[config.mk]
export PLATFORM = sky130hd
export DESIGN_NAME = radio_mode_match_config
export DESIGN_NICKNAME = d
export VERILOG_FILES = /design/src/shared/radio_cfg_pkg.sv /design/src/logic/radio_mode_match_config.sv /design/src/logic/address_matcher.sv /design/src/logic/idle_tx_select.sv
export SDC_FILE = /design/constraint.sdc
export NUM_CORES = 1
export LEC_CHECK = 0
export BUFFER_PORTS_ARGS = -buffer_cell sky130_fd_sc_hd__buf_2
export CAP_MARGIN = 20
export CORE_UTILIZATION = 35
export DETAILED_ROUTE_END_ITERATION = 16
export PLACE_DENSITY = 0.57
export SLEW_MARGIN = 20
export SYNTH_ARGS = -nofsm -noshare
export SYNTH_HDL_FRONTEND = slang
export SYNTH_SLANG_ARGS = --single-unit
[constraint.sdc]
create_clock -name clk_sys -period 2.5 [get_ports clk_sys]
set_input_delay 0.125 -clock clk_sys [delete_from_list [all_inputs] [get_ports clk_sys]]
set_output_delay 0.125 -clock clk_sys [all_outputs]
set_load 0.005 [all_outputs]
[src/shared/radio_cfg_pkg.sv]
// Register map, field layout and mode encodings of the radio configuration bank
package radio_cfg_pkg;
  localparam int ADDR_W       = 12;
  localparam int DATA_W       = 32;
  localparam int ENTRY_N      = 8;
  localparam int PREFIX_W     = 8;

  localparam logic [ADDR_W-1:0] OFS_BASE0      = 12'h600;
  localparam logic [ADDR_W-1:0] OFS_PREFIX0    = 12'h620;
  localparam logic [ADDR_W-1:0] OFS_MATCH_CFG  = 12'h640;
  localparam logic [ADDR_W-1:0] OFS_MODE_CFG0  = 12'h650;
  localparam logic [ADDR_W-1:0] OFS_POWER      = 12'hFFC;
  localparam logic [ADDR_W-1:0] OFS_STATUS     = 12'h660;
  localparam logic [ADDR_W-1:0] OFS_MATCH_ADDR = 12'h664;
  localparam logic [ADDR_W-1:0] OFS_MATCH_PFX  = 12'h668;

  localparam int RAMP_BIT     = 0;
  localparam int IDLE_LO      = 8;
  localparam int IDLE_HI      = 9;
  localparam int ST_HIT       = 0;
  localparam int ST_IDX_LO    = 1;
  localparam int ST_IDX_HI    = 3;
  localparam int ST_FAST      = 4;

  localparam logic [DATA_W-1:0] RST_MATCH_CFG = 32'h0000_0000;
  localparam logic [DATA_W-1:0] RST_MODE_CFG0 = 32'h0000_0200;
  localparam logic [DATA_W-1:0] RST_POWER     = 32'h0000_0001;
  localparam logic [DATA_W-1:0] RST_ZERO      = 32'h0000_0000;

  localparam logic [1:0] IDLE_SEND_ONE   = 2'h0;
  localparam logic [1:0] IDLE_SEND_ZERO  = 2'h1;
  localparam logic [1:0] IDLE_CENTRE     = 2'h2;

  typedef enum logic [1:0] {
    TXO_NONE,
    TXO_ONE,
    TXO_ZERO,
    TXO_CARRIER
  } tx_out_e;
endpackage : radio_cfg_pkg

[src/logic/radio_mode_match_config.sv]
// Radio address match, ramp-up, idle transmit and power configuration bank
//
// Function
// - Eight enable bits, one per address entry, gate matching of that entry.
// - Ramp select: 0 default enable delay, 1 shorter fast delay.
// - Fast ramp-up: hardware does not enforce interframe spacing; software times turn-on.
// - Idle transmit field: 0 sends one, 1 sends zero, 2 sends carrier.
// - Power bit: 0 powers off, 1 powers on, reads 1 after reset.
// - Power off then on returns all logic and registers to reset values.
// - Each entry is a 32-bit base segment plus prefix, eight entries.
`timescale 1ns/100ps
module radio_mode_match_config #(
  parameter int N              = radio_cfg_pkg::ENTRY_N,
  parameter int RAMP_DEFAULT_CYC = 7,
  parameter int RAMP_FAST_CYC    = 2,
  parameter int IFS_CYC          = 7
) (
  input  wire logic                                 clk_sys,
  input  wire logic                                 resetn,
  input  wire logic [radio_cfg_pkg::ADDR_W-1:0]     reg_addr,
  input  wire logic [radio_cfg_pkg::DATA_W-1:0]     reg_wdata,
  input  wire logic                                 reg_wr,
  input  wire logic                                 reg_rd,
  output logic      [radio_cfg_pkg::DATA_W-1:0]     reg_rdata_q,
  input  wire logic                                 radio_enable_req,
  input  wire logic                                 frame_end,
  input  wire logic                                 tx_start,
  input  wire logic                                 tx_mode,
  input  wire logic                                 cmp_valid,
  input  wire logic [radio_cfg_pkg::DATA_W-1:0]     cmp_base,
  input  wire logic [radio_cfg_pkg::PREFIX_W-1:0]   cmp_prefix,
  output logic                                      radio_ready_q,
  output logic                                      peripheral_on_q,
  output logic                                      match_hit_q,
  output logic [$clog2(N)-1:0]                      match_idx_q,
  output logic                                      match_done_q,
  output radio_cfg_pkg::tx_out_e                    tx_out_q
);
  import radio_cfg_pkg::*;

  // ************************************************************
  // Register storage
  // ************************************************************
  logic [N-1:0][DATA_W-1:0]   base_q;
  logic [N-1:0][PREFIX_W-1:0] prefix_q;
  logic [N-1:0]               match_entry_enable_q;
  logic                       ramp_up_select_q;
  logic [1:0]                 idle_tx_value_q;
  logic                       power_q;
  logic                       power_prev_q;
  logic                       local_rst;
  logic                       hit_w;
  logic [$clog2(N)-1:0]       idx_w;
  logic                       done_w;
  logic [DATA_W-1:0]          last_base_q;
  logic [PREFIX_W-1:0]        last_pfx_q;

  function automatic logic in_range(input logic [ADDR_W-1:0] a, input logic [ADDR_W-1:0] base);
    in_range = (a >= base) && (a < base + ADDR_W'(N * 4)) && (a[1:0] == 2'h0);
  endfunction : in_range

  function automatic logic [$clog2(N)-1:0] word_idx(input logic [ADDR_W-1:0] a, input logic [ADDR_W-1:0] base);
    logic [ADDR_W-1:0] diff;
    diff     = a - base;
    word_idx = diff[$clog2(N)+1:2];
  endfunction : word_idx

  // Power bit low is the local reset; the bank holds reset while off
  assign local_rst = !power_q;

  // ************************************************************
  // Power control
  // ************************************************************
  always_ff @(posedge clk_sys or negedge resetn) begin
    if (!resetn) begin
      power_q <= RST_POWER[0];
    end else if (reg_wr && reg_addr == OFS_POWER) begin
      power_q <= reg_wdata[0];
    end
  end

  always_ff @(posedge clk_sys or negedge resetn) begin
    if (!resetn) begin
      power_prev_q    <= RST_POWER[0];
      peripheral_on_q <= RST_POWER[0];
    end else begin
      power_prev_q    <= power_q;
      peripheral_on_q <= power_q;
    end
  end

  // ************************************************************
  // Address entries
  // ************************************************************
  always_ff @(posedge clk_sys or negedge resetn) begin
    if (!resetn) begin
      base_q   <= '0;
      prefix_q <= '0;
    end else if (local_rst) begin
      base_q   <= '0;
      prefix_q <= '0;
    end else if (reg_wr) begin
      if (in_range(reg_addr, OFS_BASE0)) begin
        base_q[word_idx(reg_addr, OFS_BASE0)] <= reg_wdata;
      end
      if (in_range(reg_addr, OFS_PREFIX0)) begin
        prefix_q[word_idx(reg_addr, OFS_PREFIX0)] <= reg_wdata[PREFIX_W-1:0];
      end
    end
  end

  always_ff @(posedge clk_sys or negedge resetn) begin
    if (!resetn) begin
      match_entry_enable_q <= RST_MATCH_CFG[N-1:0];
    end else if (local_rst) begin
      match_entry_enable_q <= RST_MATCH_CFG[N-1:0];
    end else if (reg_wr && reg_addr == OFS_MATCH_CFG) begin
      match_entry_enable_q <= reg_wdata[N-1:0];
    end
  end

  // ************************************************************
  // Mode configuration
  // ************************************************************
  always_ff @(posedge clk_sys or negedge resetn) begin
    if (!resetn) begin
      ramp_up_select_q <= RST_MODE_CFG0[RAMP_BIT];
      idle_tx_value_q  <= RST_MODE_CFG0[IDLE_HI:IDLE_LO];
    end else if (local_rst) begin
      ramp_up_select_q <= RST_MODE_CFG0[RAMP_BIT];
      idle_tx_value_q  <= RST_MODE_CFG0[IDLE_HI:IDLE_LO];
    end else if (reg_wr && reg_addr == OFS_MODE_CFG0) begin
      ramp_up_select_q <= reg_wdata[RAMP_BIT];
      idle_tx_value_q  <= reg_wdata[IDLE_HI:IDLE_LO];
    end
  end

  // ************************************************************
  // Ramp-up timing and interframe spacing
  // ************************************************************
  typedef enum logic [1:0] {
    RS_OFF,
    RS_SPACING,
    RS_RAMP,
    RS_READY
  } ramp_state_e;

  ramp_state_e ramp_state_q;
  logic [7:0]  ramp_cnt_q;
  logic        tx_idle_w;

  // Spacing only applies in default ramp mode; fast mode trusts software timing
  always_ff @(posedge clk_sys or negedge resetn) begin
    if (!resetn) begin
      ramp_state_q  <= RS_OFF;
      ramp_cnt_q    <= '0;
      radio_ready_q <= 1'b0;
    end else if (local_rst) begin
      ramp_state_q  <= RS_OFF;
      ramp_cnt_q    <= '0;
      radio_ready_q <= 1'b0;
    end else begin
      unique case (ramp_state_q)
        RS_OFF: begin
          radio_ready_q <= 1'b0;
          if (radio_enable_req) begin
            if (ramp_up_select_q) begin
              ramp_state_q <= RS_RAMP;
              ramp_cnt_q   <= 8'(RAMP_FAST_CYC - 1);
            end else begin
              ramp_state_q <= RS_RAMP;
              ramp_cnt_q   <= 8'(RAMP_DEFAULT_CYC - 1);
            end
          end
        end
        RS_SPACING: begin
          if (ramp_cnt_q == 8'h00) begin
            ramp_state_q <= RS_OFF;
          end else begin
            ramp_cnt_q <= ramp_cnt_q - 8'h01;
          end
        end
        RS_RAMP: begin
          if (ramp_cnt_q == 8'h00) begin
            ramp_state_q  <= RS_READY;
            radio_ready_q <= 1'b1;
          end else begin
            ramp_cnt_q <= ramp_cnt_q - 8'h01;
          end
        end
        RS_READY: begin
          if (frame_end && !radio_enable_req) begin
            radio_ready_q <= 1'b0;
            if (ramp_up_select_q) begin
              ramp_state_q <= RS_OFF;
            end else begin
              ramp_state_q <= RS_SPACING;
              ramp_cnt_q   <= 8'(IFS_CYC - 1);
            end
          end
        end
      endcase
    end
  end

  assign tx_idle_w = tx_mode && radio_ready_q && !tx_start;

  // ************************************************************
  // Submodules
  // ************************************************************
  address_matcher #(
    .N (N)
  ) u_matcher (
    .clk_sys      (clk_sys),
    .resetn       (resetn),
    .local_rst    (local_rst),
    .entry_enable (match_entry_enable_q),
    .base_seg     (base_q),
    .prefix_seg   (prefix_q),
    .cmp_valid    (cmp_valid),
    .cmp_base     (cmp_base),
    .cmp_prefix   (cmp_prefix),
    .hit_q        (hit_w),
    .hit_idx_q    (idx_w),
    .done_q       (done_w)
  );

  idle_tx_select u_idle (
    .clk_sys       (clk_sys),
    .resetn        (resetn),
    .local_rst     (local_rst),
    .tx_idle       (tx_idle_w),
    .idle_tx_value (idle_tx_value_q),
    .tx_out_q      (tx_out_q)
  );

  // Compare record cleared by a power cycle like every other register
  always_ff @(posedge clk_sys or negedge resetn) begin
    if (!resetn) begin
      match_hit_q  <= 1'b0;
      match_idx_q  <= '0;
      match_done_q <= 1'b0;
      last_base_q  <= '0;
      last_pfx_q   <= '0;
    end else if (local_rst) begin
      match_hit_q  <= 1'b0;
      match_idx_q  <= '0;
      match_done_q <= 1'b0;
      last_base_q  <= '0;
      last_pfx_q   <= '0;
    end else begin
      match_hit_q  <= hit_w;
      match_idx_q  <= idx_w;
      match_done_q <= done_w;
      if (cmp_valid) begin
        last_base_q <= cmp_base;
        last_pfx_q  <= cmp_prefix;
      end
    end
  end

  // ************************************************************
  // Read path
  // ************************************************************
  // Data stands one cycle only, so no stale word reaches the bus
  always_ff @(posedge clk_sys or negedge resetn) begin
    if (!resetn) begin
      reg_rdata_q <= RST_ZERO;
    end else if (reg_rd) begin
      reg_rdata_q <= RST_ZERO;
      if (in_range(reg_addr, OFS_BASE0)) begin
        reg_rdata_q <= base_q[word_idx(reg_addr, OFS_BASE0)];
      end else if (in_range(reg_addr, OFS_PREFIX0)) begin
        reg_rdata_q[PREFIX_W-1:0] <= prefix_q[word_idx(reg_addr, OFS_PREFIX0)];
      end else begin
        unique case (reg_addr)
          OFS_MATCH_CFG:  reg_rdata_q[N-1:0] <= match_entry_enable_q;
          OFS_MODE_CFG0: begin
            reg_rdata_q[RAMP_BIT]        <= ramp_up_select_q;
            reg_rdata_q[IDLE_HI:IDLE_LO] <= idle_tx_value_q;
          end
          OFS_POWER:      reg_rdata_q[0] <= power_q;
          OFS_STATUS: begin
            reg_rdata_q[ST_HIT]              <= hit_w;
            reg_rdata_q[ST_IDX_HI:ST_IDX_LO] <= idx_w;
            reg_rdata_q[ST_FAST]             <= ramp_up_select_q;
          end
          OFS_MATCH_ADDR: reg_rdata_q <= last_base_q;
          OFS_MATCH_PFX:  reg_rdata_q[PREFIX_W-1:0] <= last_pfx_q;
          default:        reg_rdata_q <= RST_ZERO;
        endcase
      end
    end else begin
      reg_rdata_q <= RST_ZERO;
    end
  end

  // Edge kept for a future power-up event; off already holds everything in reset
  logic unused_prev;
  assign unused_prev = power_prev_q;
endmodule : radio_mode_match_config

[src/logic/address_matcher.sv]
// Compares a received address against the enabled base and prefix entries
`timescale 1ns/100ps
module address_matcher #(
  parameter int N = radio_cfg_pkg::ENTRY_N
) (
  input  wire logic                                 clk_sys,
  input  wire logic                                 resetn,
  input  wire logic                                 local_rst,
  input  wire logic [N-1:0]                         entry_enable,
  input  wire logic [N-1:0][radio_cfg_pkg::DATA_W-1:0]   base_seg,
  input  wire logic [N-1:0][radio_cfg_pkg::PREFIX_W-1:0] prefix_seg,
  input  wire logic                                 cmp_valid,
  input  wire logic [radio_cfg_pkg::DATA_W-1:0]     cmp_base,
  input  wire logic [radio_cfg_pkg::PREFIX_W-1:0]   cmp_prefix,
  output logic                                      hit_q,
  output logic [$clog2(N)-1:0]                      hit_idx_q,
  output logic                                      done_q
);
  import radio_cfg_pkg::*;

  logic                 hit_d;
  logic [$clog2(N)-1:0] idx_d;

  // Lowest enabled matching entry wins
  always_comb begin
    hit_d = 1'b0;
    idx_d = '0;
    for (int i = N - 1; i >= 0; i--) begin
      if (entry_enable[i] && base_seg[i] == cmp_base && prefix_seg[i] == cmp_prefix) begin
        hit_d = 1'b1;
        idx_d = $clog2(N)'(i);
      end
    end
  end

  always_ff @(posedge clk_sys or negedge resetn) begin
    if (!resetn) begin
      hit_q     <= 1'b0;
      hit_idx_q <= '0;
      done_q    <= 1'b0;
    end else if (local_rst) begin
      hit_q     <= 1'b0;
      hit_idx_q <= '0;
      done_q    <= 1'b0;
    end else begin
      done_q <= cmp_valid;
      if (cmp_valid) begin
        hit_q     <= hit_d;
        hit_idx_q <= idx_d;
      end
    end
  end
endmodule : address_matcher

[src/logic/idle_tx_select.sv]
// Chooses what the transmitter sends while ready but not started
`timescale 1ns/100ps
module idle_tx_select (
  input  wire logic                    clk_sys,
  input  wire logic                    resetn,
  input  wire logic                    local_rst,
  input  wire logic                    tx_idle,
  input  wire logic [1:0]              idle_tx_value,
  output radio_cfg_pkg::tx_out_e       tx_out_q
);
  import radio_cfg_pkg::*;

  tx_out_e tx_out_d;

  always_comb begin
    tx_out_d = TXO_NONE;
    if (tx_idle) begin
      unique case (idle_tx_value)
        IDLE_SEND_ONE:  tx_out_d = TXO_ONE;
        IDLE_SEND_ZERO: tx_out_d = TXO_ZERO;
        IDLE_CENTRE:    tx_out_d = TXO_CARRIER;
        default:        tx_out_d = TXO_CARRIER;
      endcase
    end
  end

  always_ff @(posedge clk_sys or negedge resetn) begin
    if (!resetn) begin
      tx_out_q <= TXO_NONE;
    end else if (local_rst) begin
      tx_out_q <= TXO_NONE;
    end else begin
      tx_out_q <= tx_out_d;
    end
  end
endmodule : idle_tx_select

# After elaboration in Yosys (flattened, before gate mapping)
# Index checks and enable logic that the tools add are counted.
word_totals:
  ff_bits: 428
  word_cells: 204
op_classes:
  addsub: 3
  order_cmp: 8
  n_eq_ne: 39
  mux: 80
  n_reduce_logical: 40
ops:
  columns: ["operator", "count"]
  rows:
  - ["$mux W256", 3]
  - ["$bwmux W256", 1]
  - ["$eq A32 B32 Y1", 8]
  - ["$mux W32", 6]
  - ["$mux W64", 3]
  - ["$bmux W32 S3", 1]
  - ["$demux W32 S3", 1]
  - ["$mux W8", 12]
  - ["$bwmux W64", 1]
  - ["$eq A8 B8 Y1", 8]
  - ["$eq A12 B11 Y1 const B", 5]
  - ["$mux W3", 12]
  - ["$logic_and A1 B1 Y1", 28]
  - ["$bmux W8 S3", 1]
  - ["$demux W8 S3", 1]
  - ["$ge A12 B11 Y1 const B", 2]
  - ["$lt A12 B11 Y1 const B", 2]
  - ["$mux W24", 1]
  - ["$pmux W8 S3", 1]
  - ["$mux W22", 1]
  - ["$mux W1", 19]
  - ["$mux W2", 9]
  - ["$ne A3 B3 Y1 const B", 6]
  - ["$pmux W4 S4", 1]
  - ["other kinds (22)", 37]

# Depth between registers and ports, before layout
depth:
  depth_word: 13
  depth_mapped: 10

# By module
# A second synthesis with hierarchy kept.
unflattened:
  hier_cells: 2789
  hier_area_um2: 26206.4
modules_own_cells:
  columns: ["module", "n_inst", "cells_each", "area_per_inst_um2", "seq_area_each_um2"]
  rows:
  - ["radio_mode_match_config", 1, 2127, 21082.7, 10538.9]
  - ["address_matcher", 1, 655, 5039.8, 125.1]
  - ["idle_tx_select", 1, 7, 83.8, 50.0]

# Worst setup path before layout
# Ideal clock, no wire load.
synth_path:
  path_kind: "input to register"
  start: "in reg_addr[1] (netlist bit)"
  end: "reg prefix_q[7] (netlist bit)"
  setup_time_ps: 132
  arrival_time_ps: 2226
  slack_ps: 142
  path_stages: 10
  n_path_buf: 3
  cell_sequence: "nand4bb_1 -> or4_1 -> buf_2 -> or3b_1 -> or2_1 -> buf_2 -> or3_1 -> buf_6 -> mux2i_1 -> nor2_1"
synth_via:
  elab_chain_cells: 9
  word_cells_on_any_way: 17
  classes_between: "add/sub: 1; order compare: 4; eq/ne: 1; mux: 6; reduce/logical: 5"
synth_rtl:
  columns: ["item", "line", "rtl"]
  rows:
  - ["from (decl)", "radio_mode_match_config.sv:20", "input wire logic [radio_cfg_pkg::ADDR_W-1:0] reg_addr,"]
  - ["$sub A5 B1 Y5", "radio_mode_match_config.sv:64", "diff = a - base;"]
  - ["$lt A3 B4 Y1 (not written as such) / $ge A3 B1 Y1 (equally long branches)", "radio_mode_match_config.sv:107", "prefix_q[word_idx(reg_addr, OFS_PREFIX0)] <= reg_wdata[PREFIX_W-1:0];"]
  - ["$logic_and A1 B1 Y1 (not written as such)", "radio_mode_match_config.sv:107", null]
  - ["$mux W8 (not written as such)", "radio_mode_match_config.sv:107", null]
  - ["$demux W8 S3", "radio_mode_match_config.sv:107", null]
  - ["$bwmux W64", "radio_mode_match_config.sv:107", null]
  - ["$mux W64", "radio_mode_match_config.sv:106", "if (in_range(reg_addr, OFS_PREFIX0)) begin"]
  - ["$mux W64", "radio_mode_match_config.sv:102", "end else if (reg_wr) begin"]
  - ["$mux W64", "radio_mode_match_config.sv:99", "end else if (local_rst) begin"]
  - ["to (signal, indexed assignment)", "radio_mode_match_config.sv:107", null]
  - ["to (decl)", "radio_mode_match_config.sv:45", "logic [N-1:0][PREFIX_W-1:0] prefix_q;"]
# Parallel ways exist; a longest one is shown, timed or not. The select of a mux whose other input is x is not followed.
# A chain may end at the register's enable or synchronous reset.

# Worst setup path in the final report
layout_path:
  start: "reg base_q[86] (netlist bit)"
  end: "reg u_matcher.hit_idx_q[2]"
layout_via:
  elab_chain_cells: 8
layout_rtl:
  columns: ["item", "line", "rtl"]
  rows:
  - ["from (decl)", "radio_mode_match_config.sv:44", "logic [N-1:0][DATA_W-1:0] base_q;"]
  - ["from (signal, indexed assignment)", "radio_mode_match_config.sv:104", "base_q[word_idx(reg_addr, OFS_BASE0)] <= reg_wdata;"]
  - ["$eq A32 B32 Y1", "address_matcher.sv:29", "if (entry_enable[i] && base_seg[i] == cmp_base && prefix_seg[i] == cmp_prefix) begin"]
  - ["$logic_and A1 B1 Y1 (2 in a row)", "address_matcher.sv:29", null]
  - ["$mux W3 (3 in a row)", "address_matcher.sv:29", null]
  - ["$mux W3", "address_matcher.sv:47", "if (cmp_valid) begin"]
  - ["$mux W3", "address_matcher.sv:41", "end else if (local_rst) begin"]
  - ["to (signal assigned)", "address_matcher.sv:49", "hit_idx_q <= idx_d;"]
  - ["to (decl)", "address_matcher.sv:16", "output logic [$clog2(N)-1:0] hit_idx_q,"]
# Every way passes these cells. The select of a mux whose other input is x is not followed.

==> flow_summary_export.csv <==
group,metric,value,unit
status,outcome,"finished clean",
detailed_routing,drc_errors,0,
yosys,yosysUniqueCellTypes,64,
critical_path,cpPeakStageDelay,0.47,ns
cts,cts-root-buf,"clkbuf_16",
cts,clk_latency,0.60,ns
die,rows,96,
cts,cts.sinks,428,
cts,path_clk_slew,0.07,ns
critical_path,timing.rr.end,"u_matcher.hit_idx_q[2]$_DFFE_PN0P_",
layout,seq_area,10700,um^2
critical_path,slowest_stage,"xnor2_1",
sta,slew_violations,0,
critical_path,crit_type,"reg2reg",
sta,finalHoldViolations,0,
min_path,hold_path.class,"in2reg",
detailed_routing,vias_per_cell,5.71,
global_route,antenna_found_initial,6,
cts,cts_made_buffers,51,
run,cap_violations,0,
yosys,synth_area,24500,um^2
yosys,synth_fp_nets,2773,
critical_path,crit_chain,"xnor2_1, nand4_1, nor4b_1, buf_4, nand4_1, and2_1, o21ai_0, o22ai_1",
min_path,hold_start,"cmp_base[29]",
critical_path,reg2reg_depth,8,
global_route,grt_usage,32.3,%
die,io_pins,134,
layout,multiInputGateArea,12800,um^2
critical_path,rrSetupSlack,0.08,ns
die,die_area,71000,um^2
sta,final.min_clock_period,2.42,ns
yosys,ys_warn_count,0,
placement,numPortBuffers,133,
placement,gp_congestion,1.08,
layout,nets,3068,
sta,rsz0062_at_grt,"false",
sta,setup_viol,0,
yosys,synth-seq-cells,428,
cts,htree_levels,2,
sta,finClkSkew,0.0137,ns
placement,dp_hpwl,87600,um
layout,fin_area,30400,um^2
global_route,grt_max_degree,164,
critical_path,required,2.97,ns
power_and_ir_drop,power.leakage,12.9,nW
sta,max_slew_margin,41.6,%
detailed_routing,drtIter0Drc,2861,
yosys,synth_edf_count,0,
cts,cts_buffer_depth,3,
die,start_util,35.5,%
min_path,holdPathEnd,"last_base_q[29]$_DFFE_PN0P_",
sta,worstMarginPinSlew,0.876,ns
die,die_y,266,um
die,die_w,266,um
critical_path,r2r-start,"base_q[86]$_DFFE_PN0P_",
critical_path,cp-start-kind,"register",
layout,instances_no_fill,3942,
global_route,grt-ovfl-total,0,
layout,post-route-util,44.2,%
sta,finalCritPeriodShare,96.8,%
yosys,synthCells,2674,
placement,placed_cells,3803,
detailed_routing,ant_nets,0,
critical_path,end_kind,"register",
power_and_ir_drop,ir_drop,0.450,mV
critical_path,crit_top_cell,"nand4_1",
global_route,grt_pass1_vias,22100,
yosys,avgSynthCellArea,9.15,um^2
cts,cts_tree,"yes",
min_path,worstHoldPathCells,3,
global_route,grt_pass1_wl,164000,um
yosys,synth_seq_area_share,43.8,%
detailed_routing,post_drt_wl_per_cell,29.0,um
power_and_ir_drop,powerDensity,588,nW/um^2
cts,cts_setup_buffers,0,
detailed_routing,vias,22500,
yosys,synthFlopType,"dfrtp_1",
layout,fillers,6517,
detailed_routing,drt-total-wl,114000,um
yosys,async_flop_share,100,%
placement,dpl_cell_area,28100,um^2
layout,final_layout_size_suffix_gt1_share,20.7,%
detailed_routing,drtPass1Iterations,6,
sta,fmax,0.413,GHz
critical_path,path_max_fanout,3,
power_and_ir_drop,power,17.9,mW
layout,syn_to_final_growth,24.2,%
critical_path,critPathArrivalTime,2.89,ns
die,core,68800,um^2
report_power, final:
part,total [mW],internal [mW],switching [mW]
clock,8.02,4.91,3.11
combinational,2.60,0.968,1.63
sequential,7.25,7.11,0.140
layout make-up:
cell class | instances | area share (%)
clock buffers | 75 | 5.00
well taps | 931 | 3.83
repair buffers | 477 | 12.6
flip-flops and latches | 428 | 35.3
multi-input cells | 1993 | 42.2
inverters | 18 | 0.247
clock inverters | 17 | 0.889
diodes | 3 | 0.0247
routing by layer:
| layer | global-route usage [%] | up-vias | share of wire (%) |
|---|---|---|---|
| li1 | - | 9778 | - |
| met5 | 0 | - | 0 |
| met1 | 44.3 | 11300 | 41 |
| met3 | 6.49 | 194 | 9.3 |
| met2 | 49.4 | 1224 | 45 |
| met4 | 13.9 | 0 | 4.9 |
cells in the mapped netlist, drive strengths merged (4+ instances only):
cell / number / area (um^2)
a21oi: 320 / 1600
a21boi: 4 / 30.0
nand3: 39 / 195
and2: 28 / 175
o22ai: 7 / 43.8
a22o: 7 / 61.3
dfrtp: 425 / 10600
nor2: 86 / 323
buf: 57 / 272
ha: 6 / 75.1
nor2b: 8 / 50.1
nor3: 25 / 151
inv: 17 / 63.8
or3: 11 / 68.8
nand2: 642 / 2410
xor2: 90 / 788
o21ai: 83 / 415
clkbuf: 178 / 669
nor4: 63 / 407
nand4: 97 / 607
mux2i: 92 / 921
mux4: 80 / 1800
nand2b: 16 / 100
a222oi: 7 / 70.1
a31oi: 5 / 31.3
xnor2: 226 / 1980
worst max-delay path by stage:
stage | start | end | slack, ns | cells past startpoint
3_3_place_gp | reg_addr[1] | reg_rdata_q[11]$_DFF_PN0_ | -0.24 | 9
4_1_cts | prefix_q[55]$_DFFE_PN0P_ | u_matcher.hit_idx_q[0]$_DFFE_PN0P_ | 0.001 | 8
6_report | base_q[86]$_DFFE_PN0P_ | u_matcher.hit_idx_q[2]$_DFFE_PN0P_ | 0.08 | 8
3_5_place_dp | reg_addr[1] | reg_rdata_q[11]$_DFF_PN0_ | -0.29 | 9
2_1_floorplan | reg_addr[1] | prefix_q[7]$_DFFE_PN0P_ | 0.14 | 10
5_1_grt | prefix_q[50]$_DFFE_PN0P_ | u_matcher.hit_idx_q[0]$_DFFE_PN0P_ | 0.001 | 9
cell families after synthesis:
kind of cell / Yosys count / synth area share, %
DFF: 428 / 43.8
and+or+nand+nor: 1038 / 19.1
xor gates and xnor gates: 316 / 11.3
AOI/OAI and AO/OA: 458 / 10.1
buffers and inverters: 253 / 4.12
muxes: 175 / 11.3
adders and majority gates: 6 / 0.307
state kept, by name, summed over array words and instances, names as in the netlist:
signal / count
last_pfx_q: 8
u_matcher.hit_idx_q: 3
u_idle.tx_out_q: 2
prefix_q: 64
ramp_cnt_q: 8
radio_ready_q: 1
match_hit_q: 1
match_done_q: 1
power_q: 1
ramp_state_q: 2
idle_tx_value_q: 2
base_q: 256
match_idx_q: 3
last_base_q: 32
peripheral_on_q: 1
u_matcher.hit_q: 1
reg_rdata_q: 32
match_entry_enable_q: 8
ramp_up_select_q: 1
u_matcher.done_q: 1
stage by stage:
step / setup TNS [ns] / setup slack, ns / hold slack (ns)
2_1_floorplan: 0 / 0.142 / -0.171
3_3_place_gp: -0.577 / -0.243 / 0.0708
3_5_place_dp: -3.20 / -0.294 / 0.0742
4_1_cts: 0 / 0.00135 / 0.0120
5_1_grt: 0 / 0.00134 / 0.0388
6_report: 0 / 0.0810 / 0.0240
worst max-delay path: cells and delay by family, from the launching register on:
| family | cells | cell delay, ns |
|---|---|---|
| and+or+nand+nor | 4 | 1.01 |
| xor gates and xnor gates | 1 | 0.47 |
| DFF | 1 | 0.41 |
| AOI/OAI and AO/OA | 2 | 0.24 |
| buffers and inverters | 1 | 0.18 |
placed cells by master (no fill, tap or decap), types with 8 or more instances in the layout:
cell | Yosys | layout
or3_1 | 11 | 10
inv_1 | 17 | 17
mux2i_1 | 92 | 92
nor4_1 | 61 | 57
nand4_1 | 97 | 97
buf_4 | 1 | 267
and2_1 | 28 | 28
dlygate4sd3_1 | 0 | 44
clkbuf_16 | 0 | 53
nand3_1 | 39 | 39
nor3_1 | 21 | 19
clkbuf_8 | 0 | 11
xor2_1 | 90 | 90
o21ai_0 | 83 | 83
a21oi_1 | 320 | 320
nand2b_1 | 16 | 16
nand2_1 | 642 | 642
nor2b_1 | 8 | 8
buf_2 | 37 | 129
xnor2_1 | 226 | 225
mux4_2 | 80 | 80
buf_12 | 0 | 35
dfrtp_1 | 425 | 425
nor2_1 | 86 | 83
clkbuf_1 | 177 | 11
repair_timing:
item	in CTS	in global routing
gates resized for setup	0	6
hold endpoints to repair	598	0
hold buffers	44	0
endpoints found under the setup margin	0	1
(Power assumes the default switching activity.)
